<file path="src/core/cbg_pkg.sv">
package cbg_pkg;

  // ---------------------------------------------------------------
  // Clock generation
  // ---------------------------------------------------------------
  localparam logic [3:0] CLK_DIV_LAST = 4'h8;
  localparam logic [3:0] PH1_START    = 4'h0;
  localparam logic [3:0] PH1_END      = 4'h2;
  localparam logic [3:0] PH2_START    = 4'h3;
  localparam logic [3:0] PH2_END      = 4'h7;

  // ---------------------------------------------------------------
  // Address decode
  // ---------------------------------------------------------------
  localparam int ADDR_HI_MSB  = 15;
  localparam int ADDR_HI_LSB  = 12;
  localparam int ADDR_SEL_MSB = 11;
  localparam int ADDR_SEL_LSB = 10;
  localparam int PORT_SEL_MSB = 3;
  localparam int PORT_SEL_LSB = 2;

  localparam logic [1:0] SEL_ROM0 = 2'h0;
  localparam logic [1:0] SEL_ROM1 = 2'h1;
  localparam logic [1:0] SEL_ROM2 = 2'h2;
  localparam logic [1:0] SEL_RAM  = 2'h3;
  localparam logic [1:0] SEL_SER  = 2'h0;
  localparam logic [1:0] SEL_BAUD = 2'h1;
  localparam logic [1:0] SEL_TICK = 2'h2;
  localparam logic [1:0] SEL_STEP = 2'h3;

  // Restart opcode: 11 nnn 111
  localparam logic [7:0] RST_BASE  = 8'hc7;
  localparam int         RST_SHIFT = 3;

  // Status word bit positions
  localparam int ST_INTA = 0;
  localparam int ST_OUT  = 4;
  localparam int ST_INP  = 6;

  typedef struct packed {
    logic rom_select_0;
    logic rom_select_1;
    logic rom_select_2;
    logic ram_select;
    logic serial_port_select;
    logic baud_port_select;
    logic tick_port_select_n;
    logic single_step_select;
  } cbg_sel_type;

endpackage : cbg_pkg

</file>
<file path="src/core/cbg_glue.sv">
// Operation
// - Divide master clock by nine into two non-overlapping phases.
// - Synchronise ready and reset to the phase clock before the processor.
// - Ready when onboard, or bus granted, external and peripheral ready.
// - Internal reset whenever backplane reset line is low.
// - Power-on clear resets processor, status latch and strobe, baud port and serial clock.
// - Status strobe in first state; latch holds status for the cycle.
// - Onboard select only when top four address bits are zero.
// - Decoder disabled during interrupt acknowledge.
// - Decode uses A10, A11 for memory, A2, A3 for ports, and OR of input and output status.
// - Three ROM selects cover 0 to BFF, each gated with data-in strobe.
// - RAM select for C00 to FFF; RAM addressed by low eight bits.
// - Ports 0 to 3 select serial controller; A0 picks register.
// - Ports 4 to 7 select baud rate port.
// - Ports 8 to B select real-time clock logic.
// - Ports C to F select single-step logic.
// - Priority encoder turns highest request into restart 0 to 7.
// - Serial clock is phase two halved, then divided by two times one more than the baud port value.
// - Tick flip-flop set on each rising mains reference edge.
// - Output write to tick port clears the tick flip-flop.
// - Jumper routes tick into the interrupt requests.
`timescale 1ns/1ps
`default_nettype none
module cbg_glue (
  input  wire logic              ref_clk,
  input  wire logic              sys_rst,
  input  wire logic              backplane_reset_n,
  input  wire logic              bus_granted,
  input  wire logic              external_ready,
  input  wire logic              peripheral_ready,
  input  wire logic              mains_ref,
  input  wire logic              tick_jumper,
  input  wire logic [7:0]        int_req,
  input  wire logic              cpu_sync,
  input  wire logic              cpu_dbin,
  input  wire logic              cpu_wr_n,
  input  wire logic [15:0]       cpu_addr,
  input  wire logic [7:0]        cpu_dout,
  input  wire logic [7:0]        bus_din,
  output var  logic              phi1,
  output var  logic              phi2,
  output var  logic              cpu_ready,
  output var  logic              cpu_reset,
  output var  logic              power_on_clear,
  output var  logic              system_status_strobe,
  output var  logic [7:0]        status_q_out,
  output var  logic              onboard_select_n,
  output var  cbg_pkg::cbg_sel_type sel,
  output var  logic [2:0]        rom_cs,
  output var  logic [7:0]        ram_addr,
  output var  logic              serial_reg_sel,
  output var  logic [7:0]        cpu_din,
  output var  logic [7:0]        baud_q_out,
  output var  logic              serial_clk,
  output var  logic              tick_q_out,
  output var  logic              cpu_int
);
  import cbg_pkg::*;

  // ---------------------------------------------------------------
  // Input synchronisers
  // ---------------------------------------------------------------
  logic [4:0] async_bus;
  logic [4:0] sync_bus;
  logic       rst_lvl;
  logic       rdy_bg;
  logic       rdy_ext;
  logic       rdy_per;
  logic       mains_s;
  assign async_bus = {~backplane_reset_n, bus_granted, external_ready,
                      peripheral_ready, mains_ref};

  cbg_sync2 #(.W(5)) u_sync (
    .ref_clk  (ref_clk),
    .sys_rst  (sys_rst),
    .async_in (async_bus),
    .sync_out (sync_bus)
  );

  assign {rst_lvl, rdy_bg, rdy_ext, rdy_per, mains_s} = sync_bus;

  // ---------------------------------------------------------------
  // Divide-by-nine and two phases
  // ---------------------------------------------------------------
  logic [3:0] div_q;
  logic [3:0] div_d;
  logic       phi1_q;
  logic       phi1_d;
  logic       phi2_q;
  logic       phi2_d;
  logic       phi2_fall;
  always_comb begin
    div_d  = (div_q == CLK_DIV_LAST) ? '0 : div_q + 4'h1;
    // Disjoint slot ranges and the one gap slot after phase two keep them from overlapping
    phi1_d = (div_d >= PH1_START) && (div_d <= PH1_END);
    phi2_d = (div_d >= PH2_START) && (div_d <= PH2_END);
  end
  always_ff @(posedge ref_clk) begin
    if (sys_rst) begin
      div_q  <= '0;
      phi1_q <= 1'b0;
      phi2_q <= 1'b0;
    end else begin
      div_q  <= div_d;
      phi1_q <= phi1_d;
      phi2_q <= phi2_d;
    end
  end

  // Gap slot follows the last phase-two slot, so it marks phase two falling
  assign phi2_fall = (div_q == CLK_DIV_LAST);
  assign phi1      = phi1_q;
  assign phi2      = phi2_q;

  // ---------------------------------------------------------------
  // Ready, reset, status strobe
  // ---------------------------------------------------------------
  logic       ready_q;
  logic       ready_d;
  logic       reset_q;
  logic       reset_d;
  logic       strobe_q;
  logic       strobe_d;
  logic [7:0] status_q;
  logic [7:0] status_d;
  logic       phase_edge;
  logic       onboard;
  // Update only at the end of phase two, as the processor samples then
  assign phase_edge = (div_q == PH2_END);
  assign onboard    = (cpu_addr[ADDR_HI_MSB:ADDR_HI_LSB] == 4'h0);

  always_comb begin
    ready_d  = ready_q;
    reset_d  = reset_q;
    strobe_d = 1'b0;
    status_d = status_q;
    if (phase_edge) begin
      ready_d  = onboard | (rdy_bg & rdy_ext & rdy_per);
      reset_d  = rst_lvl;
      strobe_d = cpu_sync;
    end
    if (strobe_q) begin
      status_d = cpu_dout;
    end
    if (reset_q) begin
      strobe_d = 1'b0;
      status_d = '0;
    end
  end
  always_ff @(posedge ref_clk) begin
    if (sys_rst) begin
      ready_q  <= 1'b0;
      reset_q  <= 1'b1;
      strobe_q <= 1'b0;
      status_q <= '0;
    end else begin
      ready_q  <= ready_d;
      reset_q  <= reset_d;
      strobe_q <= strobe_d;
      status_q <= status_d;
    end
  end

  assign cpu_ready            = ready_q;
  assign cpu_reset            = reset_q;
  assign power_on_clear       = reset_q;
  assign system_status_strobe = strobe_q;
  assign status_q_out         = status_q;

  // ---------------------------------------------------------------
  // Address decode
  // ---------------------------------------------------------------
  logic io_cycle;
  logic inta;
  logic dec_en;
  assign io_cycle = status_q[ST_INP] | status_q[ST_OUT];
  assign inta     = status_q[ST_INTA];
  assign dec_en   = onboard & ~inta;
  always_comb begin
    sel = '0;
    sel.tick_port_select_n = 1'b1;
    if (dec_en && !io_cycle) begin
      case (cpu_addr[ADDR_SEL_MSB:ADDR_SEL_LSB])
        SEL_ROM0: sel.rom_select_0 = 1'b1;
        SEL_ROM1: sel.rom_select_1 = 1'b1;
        SEL_ROM2: sel.rom_select_2 = 1'b1;
        SEL_RAM:  sel.ram_select   = 1'b1;
        default:  sel.ram_select   = 1'b0;
      endcase
    end else if (dec_en && io_cycle) begin
      case (cpu_addr[PORT_SEL_MSB:PORT_SEL_LSB])
        SEL_SER:  sel.serial_port_select = 1'b1;
        SEL_BAUD: sel.baud_port_select   = 1'b1;
        SEL_TICK: sel.tick_port_select_n = 1'b0;
        SEL_STEP: sel.single_step_select = 1'b1;
        default:  sel.single_step_select = 1'b0;
      endcase
    end
  end

  assign onboard_select_n = ~onboard;
  assign rom_cs = {sel.rom_select_2, sel.rom_select_1, sel.rom_select_0}
                  & {3{cpu_dbin}};
  assign ram_addr       = cpu_addr[7:0];
  assign serial_reg_sel = cpu_addr[0];

  // ---------------------------------------------------------------
  // Baud port and serial clock
  // ---------------------------------------------------------------
  logic [7:0] baud_q;
  logic [7:0] baud_d;
  logic       half_q;
  logic       half_d;
  logic [7:0] bcnt_q;
  logic [7:0] bcnt_d;
  logic       sclk_q;
  logic       sclk_d;
  always_comb begin
    baud_d = baud_q;
    half_d = half_q;
    bcnt_d = bcnt_q;
    sclk_d = sclk_q;
    if (sel.baud_port_select && !cpu_wr_n) begin
      baud_d = cpu_dout;
    end
    if (phi2_fall) begin
      half_d = ~half_q;
      // Divider steps on each rising edge of the halved phase
      if (!half_q) begin
        if (bcnt_q >= baud_q) begin
          bcnt_d = '0;
          sclk_d = ~sclk_q;
        end else begin
          bcnt_d = bcnt_q + 8'h01;
        end
      end
    end
  end
  always_ff @(posedge ref_clk) begin
    if (sys_rst || reset_q) begin
      baud_q <= '0;
      half_q <= 1'b0;
      bcnt_q <= '0;
      sclk_q <= 1'b0;
    end else begin
      baud_q <= baud_d;
      half_q <= half_d;
      bcnt_q <= bcnt_d;
      sclk_q <= sclk_d;
    end
  end

  assign baud_q_out = baud_q;
  assign serial_clk = sclk_q;

  // ---------------------------------------------------------------
  // Real-time tick
  // ---------------------------------------------------------------
  logic mains_prev_q;
  logic mains_prev_d;
  logic tick_q;
  logic tick_d;
  logic tick_clr;
  assign tick_clr = ~sel.tick_port_select_n & ~cpu_wr_n;

  always_comb begin
    mains_prev_d = mains_s;
    tick_d       = tick_q;
    if (tick_clr) begin
      tick_d = 1'b0;
    end
    // A new edge wins over a clear in the same cycle
    if (mains_s && !mains_prev_q) begin
      tick_d = 1'b1;
    end
  end
  always_ff @(posedge ref_clk) begin
    if (sys_rst) begin
      mains_prev_q <= 1'b0;
      tick_q       <= 1'b0;
    end else begin
      mains_prev_q <= mains_prev_d;
      tick_q       <= tick_d;
    end
  end

  assign tick_q_out = tick_q;

  // ---------------------------------------------------------------
  // Priority encoder and data-in mux
  // ---------------------------------------------------------------
  logic [7:0] req_all;
  logic [2:0] prio;
  logic [7:0] din_q;
  logic [7:0] din_d;
  assign req_all = {int_req[7:1], int_req[0] | (tick_jumper & tick_q)};

  // Later requests override earlier ones, so the highest index wins
  always_comb begin
    prio  = '0;
    din_d = bus_din;
    for (int i = 0; i < 8; i++) begin
      if (req_all[i]) begin
        prio = 3'(i);
      end
    end
    if (inta) begin
      din_d = RST_BASE | {2'h0, prio, 3'h0};
    end
  end

  always_ff @(posedge ref_clk) begin
    if (sys_rst) begin
      din_q <= '0;
    end else begin
      din_q <= din_d;
    end
  end

  assign cpu_din = din_q;
  assign cpu_int = |req_all;

  // ---------------------------------------------------------------
  // Checks
  // ---------------------------------------------------------------
  property p_div9;
    @(posedge ref_clk) disable iff (sys_rst)
      (div_q == CLK_DIV_LAST) |=> (div_q == 4'h0) ##8 (div_q == CLK_DIV_LAST);
  endproperty
  a_div9: assert property (p_div9) else $error("clock divide not nine");
  property p_nonoverlap;
    @(posedge ref_clk) disable iff (sys_rst) !(phi1 && phi2);
  endproperty
  a_nonoverlap: assert property (p_nonoverlap) else $error("phases overlap");
  property p_inta_nosel;
    @(posedge ref_clk) disable iff (sys_rst) inta |-> (rom_cs == 3'b000 && !sel.ram_select);
  endproperty
  a_inta_nosel: assert property (p_inta_nosel) else $error("select in acknowledge");
  property p_offboard;
    @(posedge ref_clk) disable iff (sys_rst) !onboard |-> (sel.tick_port_select_n && !sel.ram_select);
  endproperty
  a_offboard: assert property (p_offboard) else $error("select while off board");
  property p_tick_set;
    @(posedge ref_clk) disable iff (sys_rst) (mains_s && !mains_prev_q) |=> tick_q;
  endproperty
  a_tick_set: assert property (p_tick_set) else $error("tick not set");
  property p_tick_hold;
    @(posedge ref_clk) disable iff (sys_rst) (tick_q && !tick_clr) |=> tick_q;
  endproperty
  a_tick_hold: assert property (p_tick_hold) else $error("tick lost");
  property p_strobe_latch;
    @(posedge ref_clk) disable iff (sys_rst || reset_q)
      strobe_q |=> (status_q == $past(cpu_dout));
  endproperty
  a_strobe_latch: assert property (p_strobe_latch) else $error("status not latched");
  property p_ready;
    @(posedge ref_clk) disable iff (sys_rst)
      (phase_edge && onboard) |=> cpu_ready;
  endproperty
  a_ready: assert property (p_ready) else $error("onboard not ready");

endmodule : cbg_glue
`default_nettype wire

</file>
<file path="src/core/cbg_sync2.sv">
`timescale 1ns/1ps
`default_nettype none
module cbg_sync2 #(
  parameter int W = 1
) (
  input  wire logic         ref_clk,
  input  wire logic         sys_rst,
  input  wire logic [W-1:0] async_in,
  output var  logic [W-1:0] sync_out
);
  logic [W-1:0] meta_q;
  logic [W-1:0] meta_d;
  logic [W-1:0] sync_q;
  logic [W-1:0] sync_d;

  always_comb begin
    meta_d = async_in;
    sync_d = meta_q;
  end

  always_ff @(posedge ref_clk) begin
    if (sys_rst) begin
      meta_q <= '0;
      sync_q <= '0;
    end else begin
      meta_q <= meta_d;
      sync_q <= sync_d;
    end
  end

  assign sync_out = sync_q;
endmodule : cbg_sync2
`default_nettype wire

</file>
<file path="config.mk">
export PLATFORM = sky130hd
export DESIGN_NAME = cbg_glue
export DESIGN_NICKNAME = d
export VERILOG_FILES = /design/src/core/cbg_pkg.sv /design/src/core/cbg_glue.sv /design/src/core/cbg_sync2.sv
export SDC_FILE = /design/constraint.sdc
export NUM_CORES = 1
export LEC_CHECK = 0
export BUFFER_PORTS_ARGS = -buffer_cell sky130_fd_sc_hd__clkbuf_2
export CAP_MARGIN = 20
export CORE_MARGIN = 2
export CORE_UTILIZATION = 42
export DETAILED_ROUTE_END_ITERATION = 6
export PLACE_DENSITY_LB_ADDON = 0.05
export SETUP_SLACK_MARGIN = 0.3
export SYNTH_ARGS = -nofsm -noshare
export SYNTH_HDL_FRONTEND = slang
export SYNTH_SLANG_ARGS = --single-unit
</file>
<file path="constraint.sdc">
create_clock -name ref_clk -period 2 [get_ports ref_clk]
set_input_delay 0.5 -clock ref_clk [delete_from_list [all_inputs] [get_ports ref_clk]]
set_output_delay 0.5 -clock ref_clk [all_outputs]
set_load 0.01 [all_outputs]
</file>
======== After elaboration in Yosys (flattened, before gate mapping) ========
Cells that the tools add are included.
cells by class
  add/sub/neg operators ................... 2
  multipliers ............................. 0
  div/mod/pow operators ................... 0
  order comparisons ....................... 5
  equality and inequality tests ........... 8
  shift-type cells ........................ 0
  muxes and demuxes ....................... 23
  bitwise operators ....................... 17
  reduce and logical (&&, ||, !) cells .... 19
operators by type and width
  operator                                                                             count
  3-bit 2-to-1 mux                                                                     6
  4-bit 2-to-1 mux                                                                     4
  8-bit 2-to-1 mux                                                                     2
  1-bit 2-to-1 mux                                                                     11
  8-bit by 1-bit adder with 8-bit output, second input constant                        1
  2-bit == test, second input constant                                                 4
  8-bit greater-or-equal comparator                                                    1
  1-bit inverter                                                                       8
  8-bit OR reduction                                                                   1
  1-bit logical AND                                                                    6
  1-bit bitwise AND                                                                    5
  4-bit by 1-bit adder with 4-bit output, second input constant                        1
  2-bit by 1-bit == test with 1-bit output, second input constant                      2
  4-bit by 3-bit == test with 1-bit output, second input constant                      1
  4-bit == test, second input constant                                                 1
  4-bit by 1-bit greater-or-equal comparator with 1-bit output, second input constant  1
  4-bit by 2-bit greater-or-equal comparator with 1-bit output, second input constant  1
  4-bit by 2-bit <= comparator with 1-bit output, second input constant                1
  4-bit by 3-bit <= comparator with 1-bit output, second input constant                1
  2-bit zero test                                                                      2
  4-bit zero test                                                                      1
  3-bit bitwise AND                                                                    1
  1-bit zero test                                                                      3
  1-bit bitwise OR                                                                     3
  other kinds (6)                                                                      6
word-level totals
  register bits after elaboration ......... 55
  latch bits .............................. 0
  bits in writable memories ............... 0
  ROM bits ................................ 0
  bits of input ports ..................... 51
  output and inout bits ................... 54
  word-level logic and storage cells ...... 90
  memories ................................ 0

======== Longest topological paths before layout ========
  word-level depth ........................ 9
  mapped depth ............................ 8
  depth with buffers taken out ............ 7

======== Cells and area by module ========
Synthesis repeated with hierarchy kept, for this count alone.
unflattened totals
  cells, all modules ...................... 268
  area, all modules ....................... 2,398.6 µm²
modules (own cells, without submodules)
  module     times used  cells an instance  area each (µm²)  seq. area each (µm²)
  cbg_glue   1           248                2,135.8          900.9
  cbg_sync2  1           20                 262.8            200.2

======== Least setup slack after synthesis ========
OpenSTA, ideal clock, no wires.
  kind .................................... input-to-output
  start point ............................. input port cpu_addr[13]
  end point ............................... output port rom_cs[1]
  arrival ................................. 1,738 ps
  required time ........................... 1,500 ps
  slack ................................... -238 ps
  cell stages on the path ................. 5
  buffers on the path ..................... 1
  path through ............................ or4_1 clkbuf_2 nor2_1 nand3b_1 nor3_1
on the way
  word-level cells in the longest chain between the ends .. 5
RTL lines
  item                line             source
  start: declaration  cbg_glue.sv:37   input wire logic [15:0] cpu_addr,
  4-bit zero test     cbg_glue.sv:130  assign onboard = (cpu_addr[ADDR_HI_MSB:ADDR_HI_LSB] == 4'h0);
  1-bit bitwise AND   cbg_glue.sv:178  assign dec_en = onboard & ~inta;
  1-bit logical AND   cbg_glue.sv:182  if (dec_en && !io_cycle) begin
  4-bit 2-to-1 mux    cbg_glue.sv:182
  3-bit bitwise AND   cbg_glue.sv:203  & {3{cpu_dbin}};
  end: declaration    cbg_glue.sv:49   output var logic [2:0] rom_cs,
No other way between the ends.

==> metrics.csv <==
metric,value,unit
sequential fraction of design power,55.0,%
final setup skew,0.002989,ns
Final Hold Viols,0,
vias in the first global route,1894,
IO buf count,89,
Nets,429,
Detailed Routing Iterations Pass 1,4,
switching power,0.0004721,W
RSZ-0062 raised after global routing,yes,
antenna violations before repair,0,
vias after detailed routing,2107,
cell count after synthesis,270,
VDD IR max,0.4587,mV
DRC Markers,0,
Worst Tran Pin Value,0.3709,ns
crit end category,output pin,
outcome,"complete, but fails checks",
Final Slew Violations,0,
Num CTS Buffers,5,
Yosys cell types,42,
ANT nets after route,0,
Max Clk Rate,444.7,MHz
Top Ports,105,
largest area contributor in the synthesized netlist,dfxtp_1,
CTS tree,built,
"Setup violations, final",12,
vias per cell,4.811,
mean post-synth cell area,8.916,sq um
CTS sink cnt,55,
critical path startpoint,cpu_addr[13],
Worst Setup EP,sel[2],
Core ar.,5507,sq um
Post-Syn Area,2407,sq um
Clock Latency Late Sink,0.30,ns
Int Power,0.001595,W
Placed Area,2962,sq um
worst reg2reg path depth,7,
Async SR Flop Fraction,0,%
headroom to the max-slew limit,75.28,%
data arrival time of the critical path,1.75,ns
Setup WS pre-CTS,-0.2812,ns
sequential share of the synthesized area,45.74,%
grt ovf,0,
RR Startpoint,baud_q_out[6],
Synth top area share,45.74,%
Antenna diodes,0,
total of max-cap violations,0,
routed len/inst,11.87,um
PwrDens,621.2,nW/um^2
"Max FO, Critical Path",3,
Logic pwr share,8.5,%
H-tree levels,2,
Chip Height,79.71,um
Max clock buf depth,2,
Clock transition at path regs,0.10,ns
Final period util,112.4,%
final instance area,3327,sq um
largest cells by area after synthesis,"dfxtp_1 (46%), nor2_1 (7.5%), ha_1 (6.8%)",
Clock Tree Root,clkbuf_8,
row cnt,27,
Total Routing Usage GR,16.49,%
Clock power frac,36.5,%
largest net degree at the start of global routing,29,
proportion of layout cells with a drive suffix above 1,45.36,%
Ys Warns,0,
post-route minimum period,2.249,ns
RePlAce Congestion,0.8047,
"EDFF count, synth",0,
DRT Wirelength,5.197,mm
"Top FF cell, synth",dfxtp_1,
Final HPWL DP,3.784,mm
Synth-to-Final Area Change,38.20,%
initial drt markers,86,
Startpoint Class,input port,
RR Endpoint,bcnt_q[3],
failing checks,negative setup slack,
Critical Path RT,1.50,ns
Yosys reg bits,55,
crit path kind,in2out,
Leak Pwr,1.400,nW
die width,79.71,um
Die Area,6353,sq um
Hold WC Path Type,in2reg,
Initial Util,43.72,%
reg2reg setup slack,0.36,ns
Hold Buf Count CTS,0,
first-pass GRT wire length,8.342,mm
final setup margin,-0.2485,ns
post-synthesis net count,334,
Net Sw Frac,22.84,%
-- routing by layer --
layer,wire length [um],global-route usage [%],vias to the layer above
met5,0,0,-
met4,53,6.034,0
met3,302,4.751,4
met2,2560,28.24,52
met1,2280,19.51,951
li1,-,-,1100
-- stage by stage --
step / TNS (ns) / hold slack [ns] / total power (W) / cells / util [%]
floorplan: -0.7925 / 0.4120 / 0.001250 / 270 / -
global placement: -1.865 / 0.4161 / 0.001311 / 419 / 53.78
detailed placement: -1.948 / 0.4204 / 0.001312 / 419 / 53.78
CTS: -1.946 / 0.3157 / 0.002069 / 429 / 57.24
global route: -2.942 / 0.3278 / 0.002160 / 438 / 60.42
finish: -2.029 / 0.3277 / 0.002067 / 438 / 60.42
-- flip-flops by register name (all words and copies together), names as in the netlist, 4 cells and up --
name,count
status_q_out,8
cpu_din,8
baud_q_out,8
bcnt_q,8
u_sync.meta_q,5
u_sync.sync_out,5
div_q,4
-- layout by cell type, fill, tap and decap left out, drive strengths merged --
| master | synthesis | final |
|---|---|---|
| a21oi | 9 | 9 |
| ha | 13 | 13 |
| o31ai | 7 | 7 |
| a211oi | 3 | 3 |
| and3b | 1 | 1 |
| or2 | 2 | 2 |
| nor3 | 7 | 7 |
| a31oi | 1 | 1 |
| o2bb2ai | 1 | 1 |
| a211o | 1 | 1 |
| nand3b | 2 | 2 |
| clkbuf | 7 | 87 |
| and4bb | 1 | 1 |
| nor2b | 14 | 14 |
| nor2 | 48 | 48 |
| mux2i | 8 | 8 |
| clkinv | 0 | 1 |
| and4b | 1 | 1 |
| or4 | 1 | 1 |
| xor2 | 2 | 2 |
| o2111ai | 1 | 1 |
| inv | 17 | 18 |
| a21o | 2 | 2 |
| o21bai | 1 | 1 |
| nor4 | 3 | 3 |
| or3 | 1 | 1 |
| bufinv | 0 | 1 |
| buf | 14 | 27 |
| nand3 | 17 | 17 |
| o311ai | 1 | 1 |
| and3 | 2 | 2 |
| dfxtp | 55 | 55 |
| a311oi | 1 | 1 |
| nand2 | 10 | 10 |
| a221o | 1 | 1 |
| xnor2 | 6 | 6 |
| o21ai | 5 | 5 |
| nand2b | 3 | 3 |
| a2111oi | 1 | 1 |
-- synthesized netlist by cell type (2+ instances only) --
cell type / instances
xnor2_1: 6
nand2_1: 10
dfxtp_1: 55
a211oi_1: 3
o31ai_1: 7
nor3_1: 6
nand2b_1: 3
mux2i_1: 8
and3_1: 2
ha_1: 13
a21o_1: 2
nor2_1: 48
inv_1: 17
o21ai_0: 5
a21oi_1: 9
clkbuf_1: 6
nor2b_1: 14
nand3b_1: 2
nand3_1: 17
nor4_1: 3
buf_4: 11
xor2_1: 2
or2_2: 2
-- timing repair --
action | in CTS | in global routing
endpoints found under the setup margin | 21 | 31
resized for setup | 13 | 31
endpoints found under the hold margin | 0 | 0
pin swaps | 7 | 15
setup buffers | 2 | 9
-- power by group through the flow --
stage / Clock (W) / Sequential [W] / Combinational (W)
floorplan: 0 / 0.00117 / 0.0000814
global placement: 0 / 0.00116 / 0.000149
detailed placement: 0 / 0.00116 / 0.000150
CTS: 0.000776 / 0.00114 / 0.000157
global route: 0.000822 / 0.00114 / 0.000198
finish: 0.000755 / 0.00114 / 0.000176
-- how the worst min path moves through the flow --
stage | from | end | slack [ns] | cells past startpoint
after floorplan | u_sync.sync_out[4] | cpu_reset | 0.41 | 1
after global placement | u_sync.meta_q[0] | u_sync.sync_out[0] | 0.42 | 1
after detailed placement | u_sync.meta_q[1] | u_sync.sync_out[1] | 0.42 | 1
after CTS | backplane_reset_n | u_sync.meta_q[4] | 0.32 | 2
after global routing | backplane_reset_n | u_sync.meta_q[4] | 0.33 | 2
final | backplane_reset_n | u_sync.meta_q[4] | 0.33 | 2
-- worst max-delay path: stages --
cell	delay, ns
clkbuf_2	0.08
or4_4	0.56
buf_4	0.16
nor3_2	0.16
nand2_1	0.08
nor2_2	0.08
clkbuf_2	0.13
-- logic make-up (layout without fill, tap and decap cells) --
group	count (synthesis)	in the layout	synth area share, %
AOI/OAI and AO/OA	35	35	9.823
xor gates and xnor gates	8	8	2.911
adders and majority gates	13	13	6.757
buffers and inverters	38	134	8.471
DFF	55	55	45.74
muxes	8	8	3.327
and+or+nand+nor	113	113	22.97
-- final cells by class --
type	count	area (sq um)
inverter	17	63.81
multi-input combinational	177	1334
sequential	55	1111
timing repair buffer	109	611.8
clock inverter	3	47.55
clock buffer	5	68.82
fill	517	2180
tap	72	90.09
Power figures use the tool's default switching activity.
